--- config.mk ---
export PLATFORM = sky130hd
export DESIGN_NAME = pvf_top
export DESIGN_NICKNAME = d
export VERILOG_FILES = /design/src/pvf_pkg.sv /design/src/pvf_divider.sv /design/src/pvf_top.sv
export SDC_FILE = /design/constraint.sdc
export NUM_CORES = 2
export LEC_CHECK = 0
export BUFFER_PORTS_ARGS = -buffer_cell sky130_fd_sc_hd__buf_4
export CAP_MARGIN = 20
export CORE_MARGIN = 4
export CORE_UTILIZATION = 35
export CTS_BUF_LIST = sky130_fd_sc_hd__clkbuf_8
export DETAILED_ROUTE_END_ITERATION = 10
export PLACE_DENSITY = 0.53
export SKIP_CTS_REPAIR_TIMING = 1
export SLEW_MARGIN = 25
export SYNTH_ARGS = -nofsm -noshare
export SYNTH_HDL_FRONTEND = slang
export SYNTH_SLANG_ARGS = --single-unit
--- constraint.sdc ---
create_clock -name CLK -period 62 [get_ports CLK]
set_input_delay 12.4 -clock CLK [delete_from_list [all_inputs] [get_ports CLK]]
set_output_delay 12.4 -clock CLK [all_outputs]
set_load 0.1 [all_outputs]
--- src/pvf_pkg.sv ---
// Operation
// - filter steps output by difference over T/Ts+1
// - lag time 0 bypass, 0.1 to 120.0 s
// - max hold replaces only on larger sample
// - min hold replaces only on smaller sample
// - any hold mode drives the blink output
// - limits sit at -10 and +110 percent
// - delivered value saturates between both limits
// - alarms compare the raw sample with limits
// - special code 0..15, value 5 enables calibration
// - correction +-20 ohm, shows -19.99, capture only
// - no calibration for non resistance thermometer inputs
// - calibration only for types 41-52, 63-68
// - first confirm captures and shows A-B difference
// - second confirm stores difference as correction
// - difference of 20 ohm or more stores zero
// - correction survives change of thermometer type
// - compensated value is input times ratio plus bias
package pvf_pkg;

  // widths
  localparam int PV_W = 16;
  localparam int EXT_W = 20;
  localparam int FRAC_W = 8;
  localparam int ACC_W = EXT_W + FRAC_W;

  // register byte offsets
  localparam logic [7:0] OFS_LAG = 8'h00;
  localparam logic [7:0] OFS_RATIO = 8'h04;
  localparam logic [7:0] OFS_BIAS = 8'h08;
  localparam logic [7:0] OFS_CODE = 8'h0C;
  localparam logic [7:0] OFS_TYPE = 8'h10;
  localparam logic [7:0] OFS_RANGE_LO = 8'h14;
  localparam logic [7:0] OFS_RANGE_HI = 8'h18;
  localparam logic [7:0] OFS_CORR = 8'h1C;
  localparam logic [7:0] OFS_CAL_CMD = 8'h20;
  localparam logic [7:0] OFS_STATUS = 8'h24;
  localparam logic [7:0] OFS_PV = 8'h28;
  localparam logic [7:0] OFS_DIFF = 8'h2C;

  // reset values
  localparam logic [11:0] LAG_RST = 12'h000;
  localparam logic [13:0] RATIO_RST = 14'h03E8;
  localparam logic [15:0] BIAS_RST = 16'h0000;
  localparam logic [3:0] CODE_RST = 4'h0;
  localparam logic [7:0] TYPE_RST = 8'h29;
  localparam logic [15:0] RANGE_LO_RST = 16'h0000;
  localparam logic [15:0] RANGE_HI_RST = 16'h03E8;
  localparam logic [15:0] CORR_RST = 16'h0000;

  // setting ranges
  localparam logic [11:0] LAG_MAX = 12'h04B0;
  localparam logic [13:0] RATIO_MIN = 14'h0001;
  localparam logic [13:0] RATIO_MAX = 14'h270F;
  localparam logic signed [30:0] RATIO_SCALE = 31'sh0000_03E8;
  localparam logic [3:0] CAL_CODE = 4'h5;
  localparam logic [7:0] BAR_A_LO = 8'h29;
  localparam logic [7:0] BAR_A_HI = 8'h34;
  localparam logic [7:0] BAR_B_LO = 8'h3F;
  localparam logic [7:0] BAR_B_HI = 8'h44;
  localparam logic [7:0] RTD_LO = 8'h29;
  localparam logic [7:0] RTD_HI = 8'h44;
  localparam logic signed [16:0] LIMIT_DIV = 17'sh0_000A;
  localparam logic [15:0] CORR_LIMIT = 16'h07D0;
  localparam logic signed [15:0] CORR_SHOW_MIN = 16'shF831;

  // status bit positions
  localparam int ST_ALM_HI = 0;
  localparam int ST_ALM_LO = 1;
  localparam int ST_BLINK = 2;
  localparam int ST_CAL_AVAIL = 3;
  localparam int ST_CAL_SHOWN = 4;
  localparam int ST_CAL_REJECT = 5;

  // timing
  localparam int CLK_HZ = 25_000_000;
  localparam int SAMPLE_TIME_MS = 500;
  localparam int SAMPLE_CYCLES = CLK_HZ / 1000 * SAMPLE_TIME_MS;
  localparam logic [15:0] TS_TENTHS = 16'h0005;

  typedef enum logic [1:0] {
    FLT_IDLE = 2'b00,
    FLT_DIV = 2'b01,
    FLT_DONE = 2'b10
  } pvf_flt_t;

  typedef enum logic {
    CAL_IDLE = 1'b0,
    CAL_SHOWN = 1'b1
  } pvf_cal_t;

endpackage

--- src/pvf_divider.sv ---
`timescale 1ns/1ps
module pvf_divider #(
  parameter int NW = 32,
  parameter int DW = 16
) (
  // clock and reset
  input wire logic clk,
  input wire logic srst,
  // request
  input wire logic start,
  input wire logic [NW-1:0] numer,
  input wire logic [DW-1:0] denom,
  // answer
  output logic busy,
  output logic done,
  output logic [NW-1:0] quot
);
  localparam int CW = $clog2(NW + 1);

  logic [DW:0] rem_q;
  logic [DW-1:0] den_q;
  logic [CW-1:0] cnt_q;
  logic [DW:0] trial;

  // shift next numerator bit into the partial remainder
  assign trial = {rem_q[DW-1:0], quot[NW-1]};

  // restoring divide, one quotient bit per cycle; slow but tiny
  always_ff @(posedge clk) begin
    if (srst) begin
      rem_q <= '0;
      den_q <= '0;
      cnt_q <= '0;
      quot <= '0;
      busy <= 1'b0;
      done <= 1'b0;
    end else begin
      done <= 1'b0;
      if (start && !busy) begin
        rem_q <= '0;
        den_q <= denom;
        quot <= numer;
        cnt_q <= CW'(NW);
        busy <= 1'b1;
      end else if (busy) begin
        if (trial >= {1'b0, den_q}) begin
          rem_q <= trial - {1'b0, den_q};
          quot <= {quot[NW-2:0], 1'b1};
        end else begin
          rem_q <= trial;
          quot <= {quot[NW-2:0], 1'b0};
        end
        cnt_q <= cnt_q - 1'b1;
        if (cnt_q == CW'(1)) begin
          busy <= 1'b0;
          done <= 1'b1;
        end
      end
    end
  end
endmodule // pvf_divider

--- src/pvf_top.sv ---
// The APB register port and the register addresses were left to the implementer.
`timescale 1ns/1ps
module pvf_top #(
  parameter int SAMPLE_CYC = pvf_pkg::SAMPLE_CYCLES
) (
  // clock and reset
  input wire logic CLK,
  input wire logic SRST,
  // apb slave
  input wire logic PSEL,
  input wire logic PENABLE,
  input wire logic PWRITE,
  input wire logic [7:0] PADDR,
  input wire logic [31:0] PWDATA,
  output logic [31:0] PRDATA,
  output logic PREADY,
  output logic PSLVERR,
  // sample stream from the front end
  input wire logic [pvf_pkg::PV_W-1:0] PV_IN,
  input wire logic PV_IN_VALID,
  // digital input hold functions, asynchronous pins
  input wire logic DI_HOLD,
  input wire logic DI_MAX_HOLD,
  input wire logic DI_MIN_HOLD,
  // resistance measurement, 0.01 ohm units
  input wire logic [15:0] RES_AB_DIFF,
  input wire logic [15:0] RES_MEAS,
  input wire logic RES_MEAS_VALID,
  // conditioned value to the control algorithm
  output logic [pvf_pkg::EXT_W-1:0] PV_OUT,
  output logic PV_OUT_VALID,
  output logic UPPER_LIMIT_ALARM,
  output logic LOWER_LIMIT_ALARM,
  output logic PV_BLINK,
  output logic [15:0] RES_CORR,
  output logic RES_CORR_VALID
);
  import pvf_pkg::*;

  localparam int TW = $clog2(SAMPLE_CYC + 1);

  logic [2:0] di_meta_q;
  logic [2:0] di_sync_q;
  logic [11:0] lag_time_setting_q;
  logic [13:0] ratio_q;
  logic [15:0] bias_q;
  logic [3:0] special_function_code_q;
  logic [7:0] type_q;
  logic [15:0] range_lo_q;
  logic [15:0] range_hi_q;
  logic signed [15:0] lead_resistance_correction_q;
  logic signed [15:0] diff_q;
  logic cal_reject_q;
  pvf_cal_t cal_q;
  logic [PV_W-1:0] raw_q;
  logic [TW-1:0] tick_cnt_q;
  logic tick_q;
  pvf_flt_t flt_q;
  logic signed [ACC_W-1:0] acc_q;
  logic neg_q;
  logic upd_q;
  logic [2:0] hold_prev_q;
  logic signed [EXT_W-1:0] pv_q;
  logic [31:0] rd_d;
  logic mapped;
  logic acc_wr;
  logic cal_press;
  logic bar_type;
  logic rtd_type;
  logic cal_avail;
  logic signed [30:0] prod;
  logic signed [30:0] scaled;
  logic signed [EXT_W-1:0] comp;
  logic signed [16:0] span;
  logic signed [16:0] tenth;
  logic signed [EXT_W-1:0] lim_lo;
  logic signed [EXT_W-1:0] lim_hi;
  logic signed [EXT_W-1:0] raw_ext;
  logic signed [ACC_W:0] delta;
  logic [31:0] numer;
  logic [ACC_W:0] delta_mag;
  logic div_done;
  logic [31:0] quot;
  logic signed [EXT_W-1:0] filt;
  logic signed [EXT_W-1:0] clamped;
  logic signed [15:0] corr_show;
  logic [15:0] diff_mag;

  // hold pins come from outside the clock domain
  always_ff @(posedge CLK) begin
    if (SRST) begin
      di_meta_q <= 3'h0;
      di_sync_q <= 3'h0;
    end else begin
      di_meta_q <= {DI_MIN_HOLD, DI_MAX_HOLD, DI_HOLD};
      di_sync_q <= di_meta_q;
    end
  end

  // apb decode; write takes effect at the access edge only
  assign acc_wr = PSEL && PENABLE && PREADY && PWRITE;
  assign cal_press = acc_wr && (PADDR == OFS_CAL_CMD) && PWDATA[0];
  always_comb begin
    case (PADDR)
      OFS_LAG, OFS_RATIO, OFS_BIAS, OFS_CODE, OFS_TYPE, OFS_RANGE_LO, OFS_RANGE_HI,
      OFS_CORR, OFS_CAL_CMD, OFS_STATUS, OFS_PV, OFS_DIFF: mapped = 1'b1;
      default: mapped = 1'b0;
    endcase
  end

  // settings; out of range lag or ratio values are ignored
  always_ff @(posedge CLK) begin
    if (SRST) begin
      lag_time_setting_q <= LAG_RST;
      ratio_q <= RATIO_RST;
      bias_q <= BIAS_RST;
      special_function_code_q <= CODE_RST;
      type_q <= TYPE_RST;
      range_lo_q <= RANGE_LO_RST;
      range_hi_q <= RANGE_HI_RST;
    end else if (acc_wr) begin
      case (PADDR)
        OFS_LAG: if (PWDATA[31:12] == 20'h0_0000 && PWDATA[11:0] <= LAG_MAX) lag_time_setting_q <= PWDATA[11:0];
        OFS_RATIO: if (PWDATA[31:14] == 18'h0_0000 && PWDATA[13:0] >= RATIO_MIN && PWDATA[13:0] <= RATIO_MAX)
          ratio_q <= PWDATA[13:0];
        OFS_BIAS: bias_q <= PWDATA[15:0];
        OFS_CODE: special_function_code_q <= PWDATA[3:0];
        OFS_TYPE: type_q <= PWDATA[7:0];
        OFS_RANGE_LO: range_lo_q <= PWDATA[15:0];
        OFS_RANGE_HI: range_hi_q <= PWDATA[15:0];
        default: ;
      endcase
    end
  end

  // calibration is offered only for barrier capable thermometer types
  assign bar_type = (type_q >= BAR_A_LO && type_q <= BAR_A_HI) || (type_q >= BAR_B_LO && type_q <= BAR_B_HI);
  assign rtd_type = (type_q >= RTD_LO) && (type_q <= RTD_HI);
  assign cal_avail = (special_function_code_q == CAL_CODE) && bar_type && rtd_type;
  assign diff_mag = diff_q[15] ? 16'(-diff_q) : diff_q;

  // two confirm presses: capture, then store; no direct entry path
  always_ff @(posedge CLK) begin
    if (SRST) begin
      cal_q <= CAL_IDLE;
      diff_q <= 16'sh0000;
      cal_reject_q <= 1'b0;
      lead_resistance_correction_q <= CORR_RST;
    end else begin
      case (cal_q)
        CAL_IDLE: begin
          if (cal_press && cal_avail) begin
            diff_q <= RES_AB_DIFF;
            cal_q <= CAL_SHOWN;
          end
        end
        CAL_SHOWN: begin
          if (!cal_avail) begin
            cal_q <= CAL_IDLE;
          end else if (cal_press) begin
            cal_q <= CAL_IDLE;
            if (diff_mag >= CORR_LIMIT) begin
              lead_resistance_correction_q <= CORR_RST;
              cal_reject_q <= 1'b1;
            end else begin
              lead_resistance_correction_q <= diff_q;
              cal_reject_q <= 1'b0;
            end
          end
        end
        default: cal_q <= CAL_IDLE;
      endcase
    end
  end

  // correction applies to resistance thermometer types only, kept across changes
  always_ff @(posedge CLK) begin
    if (SRST) begin
      RES_CORR <= 16'h0000;
      RES_CORR_VALID <= 1'b0;
    end else begin
      RES_CORR_VALID <= RES_MEAS_VALID;
      if (RES_MEAS_VALID) begin
        RES_CORR <= rtd_type ? RES_MEAS - lead_resistance_correction_q : RES_MEAS;
      end
    end
  end

  // latest sample; front end is on this clock so no synchroniser
  always_ff @(posedge CLK) begin
    if (SRST) begin
      raw_q <= '0;
    end else if (PV_IN_VALID) begin
      raw_q <= PV_IN;
    end
  end

  // ratio and bias; ratio is in thousandths
  assign prod = 31'($signed(raw_q) * $signed({1'b0, ratio_q}));
  assign scaled = prod / RATIO_SCALE;
  assign comp = EXT_W'(scaled) + EXT_W'($signed(bias_q));

  // limits at -10 and +110 percent of the range span
  assign span = $signed({range_hi_q[15], range_hi_q}) - $signed({range_lo_q[15], range_lo_q});
  assign tenth = span / LIMIT_DIV;
  assign lim_lo = EXT_W'($signed(range_lo_q)) - EXT_W'(tenth);
  assign lim_hi = EXT_W'($signed(range_hi_q)) + EXT_W'(tenth);
  assign raw_ext = EXT_W'($signed(raw_q));

  // alarms use the sample before ratio, bias and filter
  always_ff @(posedge CLK) begin
    if (SRST) begin
      UPPER_LIMIT_ALARM <= 1'b0;
      LOWER_LIMIT_ALARM <= 1'b0;
    end else begin
      UPPER_LIMIT_ALARM <= raw_ext > lim_hi;
      LOWER_LIMIT_ALARM <= raw_ext < lim_lo;
    end
  end

  // sampling tick, one pulse per sampling period
  always_ff @(posedge CLK) begin
    if (SRST) begin
      tick_cnt_q <= '0;
      tick_q <= 1'b0;
    end else if (tick_cnt_q == TW'(SAMPLE_CYC - 1)) begin
      tick_cnt_q <= '0;
      tick_q <= 1'b1;
    end else begin
      tick_cnt_q <= tick_cnt_q + 1'b1;
      tick_q <= 1'b0;
    end
  end

  // step = (in - out) * Ts / (T + Ts), all in tenths of a second
  assign delta = ($signed({comp, {FRAC_W{1'b0}}}) >>> 0) - (ACC_W + 1)'(acc_q);
  assign delta_mag = delta[ACC_W] ? (ACC_W + 1)'(-delta) : delta;
  assign numer = 32'(delta_mag) * 32'(TS_TENTHS);

  pvf_divider #(
    .NW(32),
    .DW(16)
  ) u_div (
    .clk(CLK),
    .srst(SRST),
    .start(tick_q && (flt_q == FLT_IDLE) && (lag_time_setting_q != LAG_RST)),
    .numer(numer),
    .denom(16'({4'h0, lag_time_setting_q}) + TS_TENTHS),
    .busy(),
    .done(div_done),
    .quot(quot)
  );

  // filter state; fraction bits keep slow lags from stalling
  always_ff @(posedge CLK) begin
    if (SRST) begin
      flt_q <= FLT_IDLE;
      acc_q <= '0;
      neg_q <= 1'b0;
      upd_q <= 1'b0;
    end else begin
      upd_q <= 1'b0;
      case (flt_q)
        FLT_IDLE: begin
          if (tick_q) begin
            if (lag_time_setting_q == LAG_RST) begin
              acc_q <= {comp, {FRAC_W{1'b0}}};
              upd_q <= 1'b1;
            end else begin
              neg_q <= delta[ACC_W];
              flt_q <= FLT_DIV;
            end
          end
        end
        FLT_DIV: begin
          if (div_done) begin
            acc_q <= neg_q ? acc_q - ACC_W'(quot) : acc_q + ACC_W'(quot);
            flt_q <= FLT_DONE;
          end
        end
        FLT_DONE: begin
          upd_q <= 1'b1;
          flt_q <= FLT_IDLE;
        end
        default: flt_q <= FLT_IDLE;
      endcase
    end
  end

  // saturate the filtered value into the limits
  assign filt = acc_q[ACC_W-1:FRAC_W];
  assign clamped = (filt > lim_hi) ? lim_hi : ((filt < lim_lo) ? lim_lo : filt);

  // hold modes; plain hold wins over max, max over min
  always_ff @(posedge CLK) begin
    if (SRST) begin
      pv_q <= '0;
      hold_prev_q <= 3'h0;
      PV_OUT_VALID <= 1'b0;
      PV_BLINK <= 1'b0;
    end else begin
      hold_prev_q <= di_sync_q;
      PV_OUT_VALID <= upd_q;
      PV_BLINK <= |di_sync_q;
      if (di_sync_q[0]) begin
        pv_q <= pv_q;
      end else if (di_sync_q[1]) begin
        if (!hold_prev_q[1] || hold_prev_q[0]) begin
          pv_q <= clamped;
        end else if (upd_q && clamped > pv_q) begin
          pv_q <= clamped;
        end
      end else if (di_sync_q[2]) begin
        if (!hold_prev_q[2] || (|hold_prev_q[1:0])) begin
          pv_q <= clamped;
        end else if (upd_q && clamped < pv_q) begin
          pv_q <= clamped;
        end
      end else if (upd_q) begin
        pv_q <= clamped;
      end
    end
  end
  assign PV_OUT = pv_q;

  // correction readback shows -20.00 as -19.99
  assign corr_show = (lead_resistance_correction_q < CORR_SHOW_MIN) ? CORR_SHOW_MIN
                     : lead_resistance_correction_q;

  // read mux
  always_comb begin
    rd_d = 32'h0000_0000;
    case (PADDR)
      OFS_LAG: rd_d = {20'h0_0000, lag_time_setting_q};
      OFS_RATIO: rd_d = {18'h0_0000, ratio_q};
      OFS_BIAS: rd_d = {16'h0000, bias_q};
      OFS_CODE: rd_d = {28'h000_0000, special_function_code_q};
      OFS_TYPE: rd_d = {24'h00_0000, type_q};
      OFS_RANGE_LO: rd_d = {16'h0000, range_lo_q};
      OFS_RANGE_HI: rd_d = {16'h0000, range_hi_q};
      OFS_CORR: rd_d = {16'h0000, corr_show};
      OFS_STATUS: begin
        rd_d[ST_ALM_HI] = UPPER_LIMIT_ALARM;
        rd_d[ST_ALM_LO] = LOWER_LIMIT_ALARM;
        rd_d[ST_BLINK] = PV_BLINK;
        rd_d[ST_CAL_AVAIL] = cal_avail;
        rd_d[ST_CAL_SHOWN] = (cal_q == CAL_SHOWN);
        rd_d[ST_CAL_REJECT] = cal_reject_q;
      end
      OFS_PV: rd_d = 32'($signed(pv_q));
      OFS_DIFF: rd_d = (cal_q == CAL_SHOWN) ? {16'h0000, diff_q} : 32'h0000_0000;
      default: rd_d = 32'h0000_0000;
    endcase
  end

  // no wait state; read data and ready come from flops loaded in the setup cycle
  always_ff @(posedge CLK) begin
    if (SRST) begin
      PREADY <= 1'b0;
      PSLVERR <= 1'b0;
      PRDATA <= 32'h0000_0000;
    end else begin
      PREADY <= PSEL && !PENABLE;
      PSLVERR <= PSEL && !PENABLE && !mapped;
      if (PSEL && !PENABLE) begin
        PRDATA <= rd_d;
      end
    end
  end
endmodule // pvf_top

* Word level (Yosys, flattened, before mapping)
Cells that the tools add are included.
Storage, ports and cells: bits in registers 349, input bits 98, output and inout port bits 75, logic and storage cells 201
Operators by class: $add $sub $neg 14, magnitude comparators 16, bitwise gates (word level) 4, muxes and demuxes 46, reduce and logical (&&, ||, !) cells 57, multipliers 2, equal/unequal tests 22, divide/modulo/power cells 2
Operators by type and width (count):
- $pmux W26 S9 | 1
- $mux W20 | 9
- $mux W28 | 4
- $mux W16 | 6
- $pmux W6 S11 | 1
- $mux W32 | 2
- $pmux W28 S2 | 1
- $eq A8 B5 Y1 const B | 4
- $eq A8 B6 Y1 const B | 4
- $mul A29 B3 Y32 const B | 1
- $sub A16 B16 Y16 | 2
- $div A31 B11 Y31 const B | 1
- $mul A16 B15 Y31 | 1
- $mux W29 | 1
- $neg A29 Y29 | 1
- $sub A28 B28 Y29 | 1
- $add A28 B28 Y28 | 1
- $sub A28 B28 Y28 | 1
- $add A24 B1 Y24 const B | 1
- $eq A24 B24 Y1 const B | 1
- $logic_and A1 B1 Y1 | 21
- $add A20 B16 Y20 | 1
- $gt A20 B18 Y1 | 1
- $gt A20 B20 Y1 | 1
- other kinds (52) | 95

* Longest topological paths before layout
depth after elaboration 12, depth in mapped cells 154, mapped depth without buffers 138

* Hierarchy
Synthesis repeated with hierarchy kept, for this count alone.
Second synthesis, totals: cells, all modules 5557, area, all modules 43277.8 µm²
Modules (own cells, without submodules):
- pvf_top | seq. area each 5305.1 µm², instances 1, cells each 5057, area each 39270.2 µm²
- pvf_divider | seq. area each 1441.4 µm², instances 1, cells each 500, area each 4007.6 µm²

* Least setup slack after synthesis
Ideal clock, no wire load.
path kind reg-to-reg, start register ratio_q[11], end register u_div.quot[30], slack 32.095 ns, cell stages (with the launch flop) 141, data required time 61.872 ns, period minus slack after synthesis 29.905 ns, setup time 0.128 ns, arrival 29.777 ns, cell sequence dfxtp_1 -> clkbuf_1 -> clkbuf_1 -> nand2_1 -> fa_1 -> inv_1 -> fa_1 -> fa_1 -> fa_1 -> fa_1 -> inv_1 -> fa_1 -> inv_1 -> ha_1 -> a21oi_1 -> o21ai_1 -> a31o_1 -> or4_1 -> [105 not listed] -> a21oi_1 -> o21bai_1 -> a21oi_1 -> o21bai_1 -> a21oi_1 -> o21bai_1 -> a21oi_1 -> o21bai_1 -> a21oi_1 -> o21bai_1 -> a21oi_1 -> inv_1 -> a21oi_1 -> o22ai_1 -> mux2i_1 -> nor2_1 -> a21oi_1 -> nor2_1
On the way: longest elaborated chain between the ends 8
Ends and longest elaborated chain:
- from (decl) | line pvf_top.sv:45 | logic [13:0] ratio_q;
- from (signal assigned) | line pvf_top.sv:125 | ratio_q <= PWDATA[13:0];
- $mul A16 B15 Y31 * | line pvf_top.sv:199 | assign prod = 31'($signed(raw_q) * $signed({1'b0, ratio_q}));
- $div A31 B11 Y31 * | line pvf_top.sv:200 | assign scaled = prod / RATIO_SCALE;
- $add A20 B16 Y20 * | line pvf_top.sv:201 | assign comp = EXT_W'(scaled) + EXT_W'($signed(bias_q));
- $sub A28 B28 Y29 * | line pvf_top.sv:236 | assign delta = ($signed({comp, {FRAC_W{1'b0}}}) >>> 0) - (ACC_W + 1)'(acc_q);
- $neg A29 Y29 | line pvf_top.sv:237 | assign delta_mag = delta[ACC_W] ? (ACC_W + 1)'(-delta) : delta;
- $mux W29 * | line pvf_top.sv:237
- $mul A29 B3 Y32 * | line pvf_top.sv:238 | assign numer = 32'(delta_mag) * 32'(TS_TENTHS);
- $mux W32 * | line pvf_divider.sv:39 | if (start && !busy) begin
- to (signal assigned) | line pvf_divider.sv:42 | quot <= numer;
- to (signal assigned) | line pvf_divider.sv:48 | quot <= {quot[NW-2:0], 1'b1};
- to (signal assigned) | line pvf_divider.sv:51 | quot <= {quot[NW-2:0], 1'b0};
- to (decl) | line pvf_divider.sv:16 | output logic [NW-1:0] quot
Every way passes the cells marked *; elsewhere a longest branch is shown, timed or not. A chain may end at the register's enable or synchronous reset.

* Final worst setup path
start register ratio_q[8], end register u_div.quot[30]
The elaborated chain is that of the path after synthesis.

==> run metrics <==
outcome finished, final reports clean; number of flip-flops and latches in the synthesized netlist about 330; CP peak stage delay about 0.95 ns; Die Width 357 um; Core Area ~0.12 mm^2; count of final setup violators 0; final HPWL from detailed placement 110000 um; number of I/O port buffers between 150 and 200; setup ws final ~26 ns; number of DRC violations after detailed-routing iteration 0 3073; top fanout value on the critical path 22; Global Route Usage Sum between 20% and 30%; area of the multi-input gates between 0.03 and 0.04 mm^2; area taken by flip-flops and latches between 0.006 and 0.007 mm^2; maximum count of clock buffers along a single path 3; slew at the pin with the worst max-slew slack between 1 and 1.5 ns; Yosys warning count 0; post-layout net count roughly 6200; worst rel slew slack 26.0%; number of fill cells 12486; # H-tree levels 2; Post-synth top flop sky130_fd_sc_hd__dfxtp_1; Mean Syn Cell Area between 7 and 8 um^2; Final min period roughly 36 ns; pins over their slew limit 0; worst flop-to-flop path startpoint ratio_q[8]$_SDFFE_PP1P_; Post-Route Utilization 38.7%; slowest stage cell on the critical path sky130_fd_sc_hd__dfxtp_1; count of pins on the block boundary ~170; Synth Cell Area approximately 0.043 mm^2; initial standard-cell utilization of the core a little over a third; Worst setup startpoint ratio_q[8]$_SDFFE_PP1P_; mean number of vias per cell 5.43; number of antenna violations at the first check in global routing 3; number of flops mapped to enable cells by yosys 0; synthesized netlist net count about 6200; start point of the worst min-delay path di_meta_q[0]$_SDFF_PP0_; proportion of layout cells with a drive suffix above 1 approximately 8.4%; area growth from synthesis to final layout 9.55%; Inserted Clock Buffers between 50 and 60; wire length reported by the detailed router between 100000 and 150000 um; WL per Instance between 15 and 20 um; pre-CTS setup slack around 26 ns; nature of the critical path endpoint flop; Detailed Routing Iterations Pass 1 6; vias in the first global route around 37000; Die Footprint between 0.1 and 0.15 mm^2; HP Class reg -> reg; number of antenna-violating nets in the routed design 0; classification of the worst setup path reg -> reg; Vias 38856; TritonCTS clock tree done; total congestion overflow after global routing 0; worst hold-check slack about 0.43 ns; count of mapped cells out of synthesis between 5000 and 6000; fin crit share about 58%; Clock Root Buffer sky130_fd_sc_hd__clkbuf_8; Skew-Pair Late Insertion Delay between 0.7 and 0.8 ns; fraction of the yosys area taken by sequential cells 15.7%; CTS clk-pin slew, worst paths about 0.060 ns; cell mode on critical path sky130_fd_sc_hd__a21oi_1; number of max-cap violations 0; required time worst endpoint about 63 ns; count of endpoints failing hold in the final timing report 0; critical path data arrival time roughly 37 ns; global-route wire length before repair roughly 220000 um; Post-route DRC 0; Sink Count 334; RSZ-0062 raised after global routing false; gp weighted congestion approximately 0.9; row count approximately 130; post-route setup TNS 0 ns; count of different cell masters after synthesis roughly 130; Worst Clk Skew 0.0574 ns; f_max 27.7 MHz; Setup crit start kind flop; largest net degree at the start of global routing ~100; height of the die 357 um; asr flop ratio synth 0%
[state kept, by name (all words and copies together), names as in the netlist, 20 cells and up]
| name | count |
|---|---|
| acc_q | 28 |
| PV_OUT | 20 |
| tick_cnt_q | 24 |
| u_div.quot | 32 |
| PRDATA | 20 |
[path summary, 6_finish.rpt]
path	endpoint	slack (ns)	cells past startpoint
min	di_sync_q[0]$_SDFF_PP0_	0.43	1
max	u_div.quot[30]$_SDFFE_PP0P_	25.84	133
max reg2reg	u_div.quot[30]$_SDFFE_PP0P_	25.84	133
min reg2reg	di_sync_q[0]$_SDFF_PP0_	0.43	1
[through the flow]
stage / area, um^2 / std cells
final: 46600 / 7159
after global routing: 46600 / 7156
after CTS: 46500 / 7154
after detailed placement: 45200 / 7045
after global placement: 45200 / 7045
after floorplan: 42500 / 5467
[cell type report]
class                      count  area share, %
clock buffer                  73           2.16
inverter                     481           3.87
tap                         1612           4.33
timing repair buffer         221           3.62
clock inverter                36          0.634
sequential                   334           14.4
multi-input combinational   4398           71.0
antenna                        4         0.0215
[metal layers]
| layer | GRT usage (%) | share of wire (%) | up-vias |
|---|---|---|---|
| li1 | - | - | 19138 |
| met1 | 30.5 | 48 | 18647 |
| met5 | 0 | 0.0094 | - |
| met3 | 2.16 | 5.2 | 166 |
| met4 | 4.94 | 2.6 | 2 |
| met2 | 33.5 | 44 | 903 |
[worst max-delay path, delay by kind of cell, from the launching register on]
family	cells	cell delay [ns]
AO/OA/AOI/OAI	81	19.56
XOR/XNOR	7	2.29
flip-flops	1	0.95
multiplexers	9	3.01
adder cells (fa/ha/maj)	12	5.23
buffers and inverters	7	0.69
AND/OR/NAND/NOR	17	4.16
[cell families (layout without fill, tap and decap cells)]
logic type	count (synthesis)	in the layout	synth area share, %
compound gates	1422	1422	22.8
xor+xnor	453	453	9.36
fa+ha+maj	603	603	21.7
buf+inv	735	811	6.70
flops	334	334	15.7
mux	149	149	3.62
other cells	0	4	0
simple gates	1771	1771	20.2
[synth_stat cells, types with 38 or more instances]
library cell / instances / share of area, %
sky130_fd_sc_hd__nor2b_1: 80 / 1.2
sky130_fd_sc_hd__inv_1: 478 / 4.2
sky130_fd_sc_hd__mux2i_1: 123 / 2.9
sky130_fd_sc_hd__nand2b_1: 55 / 0.81
sky130_fd_sc_hd__or3_1: 38 / 0.56
sky130_fd_sc_hd__xor2_1: 139 / 2.9
sky130_fd_sc_hd__dfxtp_1: 334 / 16
sky130_fd_sc_hd__xnor2_1: 312 / 6.4
sky130_fd_sc_hd__a21o_1: 157 / 2.8
sky130_fd_sc_hd__nand3_1: 111 / 1.3
sky130_fd_sc_hd__ha_1: 372 / 11
sky130_fd_sc_hd__nor3_1: 94 / 1.1
sky130_fd_sc_hd__nor2_1: 463 / 4.1
sky130_fd_sc_hd__clkbuf_1: 209 / 1.8
sky130_fd_sc_hd__a31oi_1: 46 / 0.68
sky130_fd_sc_hd__a211oi_1: 116 / 2.0
sky130_fd_sc_hd__nand2_1: 525 / 4.6
sky130_fd_sc_hd__o21ai_0: 199 / 2.3
sky130_fd_sc_hd__o21bai_1: 69 / 1.2
sky130_fd_sc_hd__nand4_1: 47 / 0.69
sky130_fd_sc_hd__and2_1: 184 / 2.7
sky130_fd_sc_hd__fa_1: 226 / 11
sky130_fd_sc_hd__a21oi_1: 435 / 5.1
[cell usage in the layout (no fill, tap or decap), types with 37 or more instances in the layout]
cell and n:
sky130_fd_sc_hd__ha_1 372, sky130_fd_sc_hd__nor2_1 463, sky130_fd_sc_hd__nor2b_1 80, sky130_fd_sc_hd__dfxtp_1 333, sky130_fd_sc_hd__nand3_1 111, sky130_fd_sc_hd__a31oi_1 44
sky130_fd_sc_hd__nand2_1 525, sky130_fd_sc_hd__xnor2_1 310, sky130_fd_sc_hd__mux2i_1 123, sky130_fd_sc_hd__clkbuf_8 74, sky130_fd_sc_hd__a22oi_1 37, sky130_fd_sc_hd__nand2b_1 53
sky130_fd_sc_hd__nor3_1 90, sky130_fd_sc_hd__o21ai_0 198, sky130_fd_sc_hd__nand4_1 47, sky130_fd_sc_hd__and2_1 184, sky130_fd_sc_hd__inv_1 497, sky130_fd_sc_hd__fa_1 226
sky130_fd_sc_hd__o21bai_1 69, sky130_fd_sc_hd__or3_1 37, sky130_fd_sc_hd__a21oi_1 433, sky130_fd_sc_hd__and3_1 37, sky130_fd_sc_hd__a211oi_1 116, sky130_fd_sc_hd__buf_4 219
sky130_fd_sc_hd__xor2_1 138, sky130_fd_sc_hd__a21o_1 157
Power is left out: the tool's default activity adds up to more than one toggle a clock period on the data nets, which glitch-free logic cannot reach.
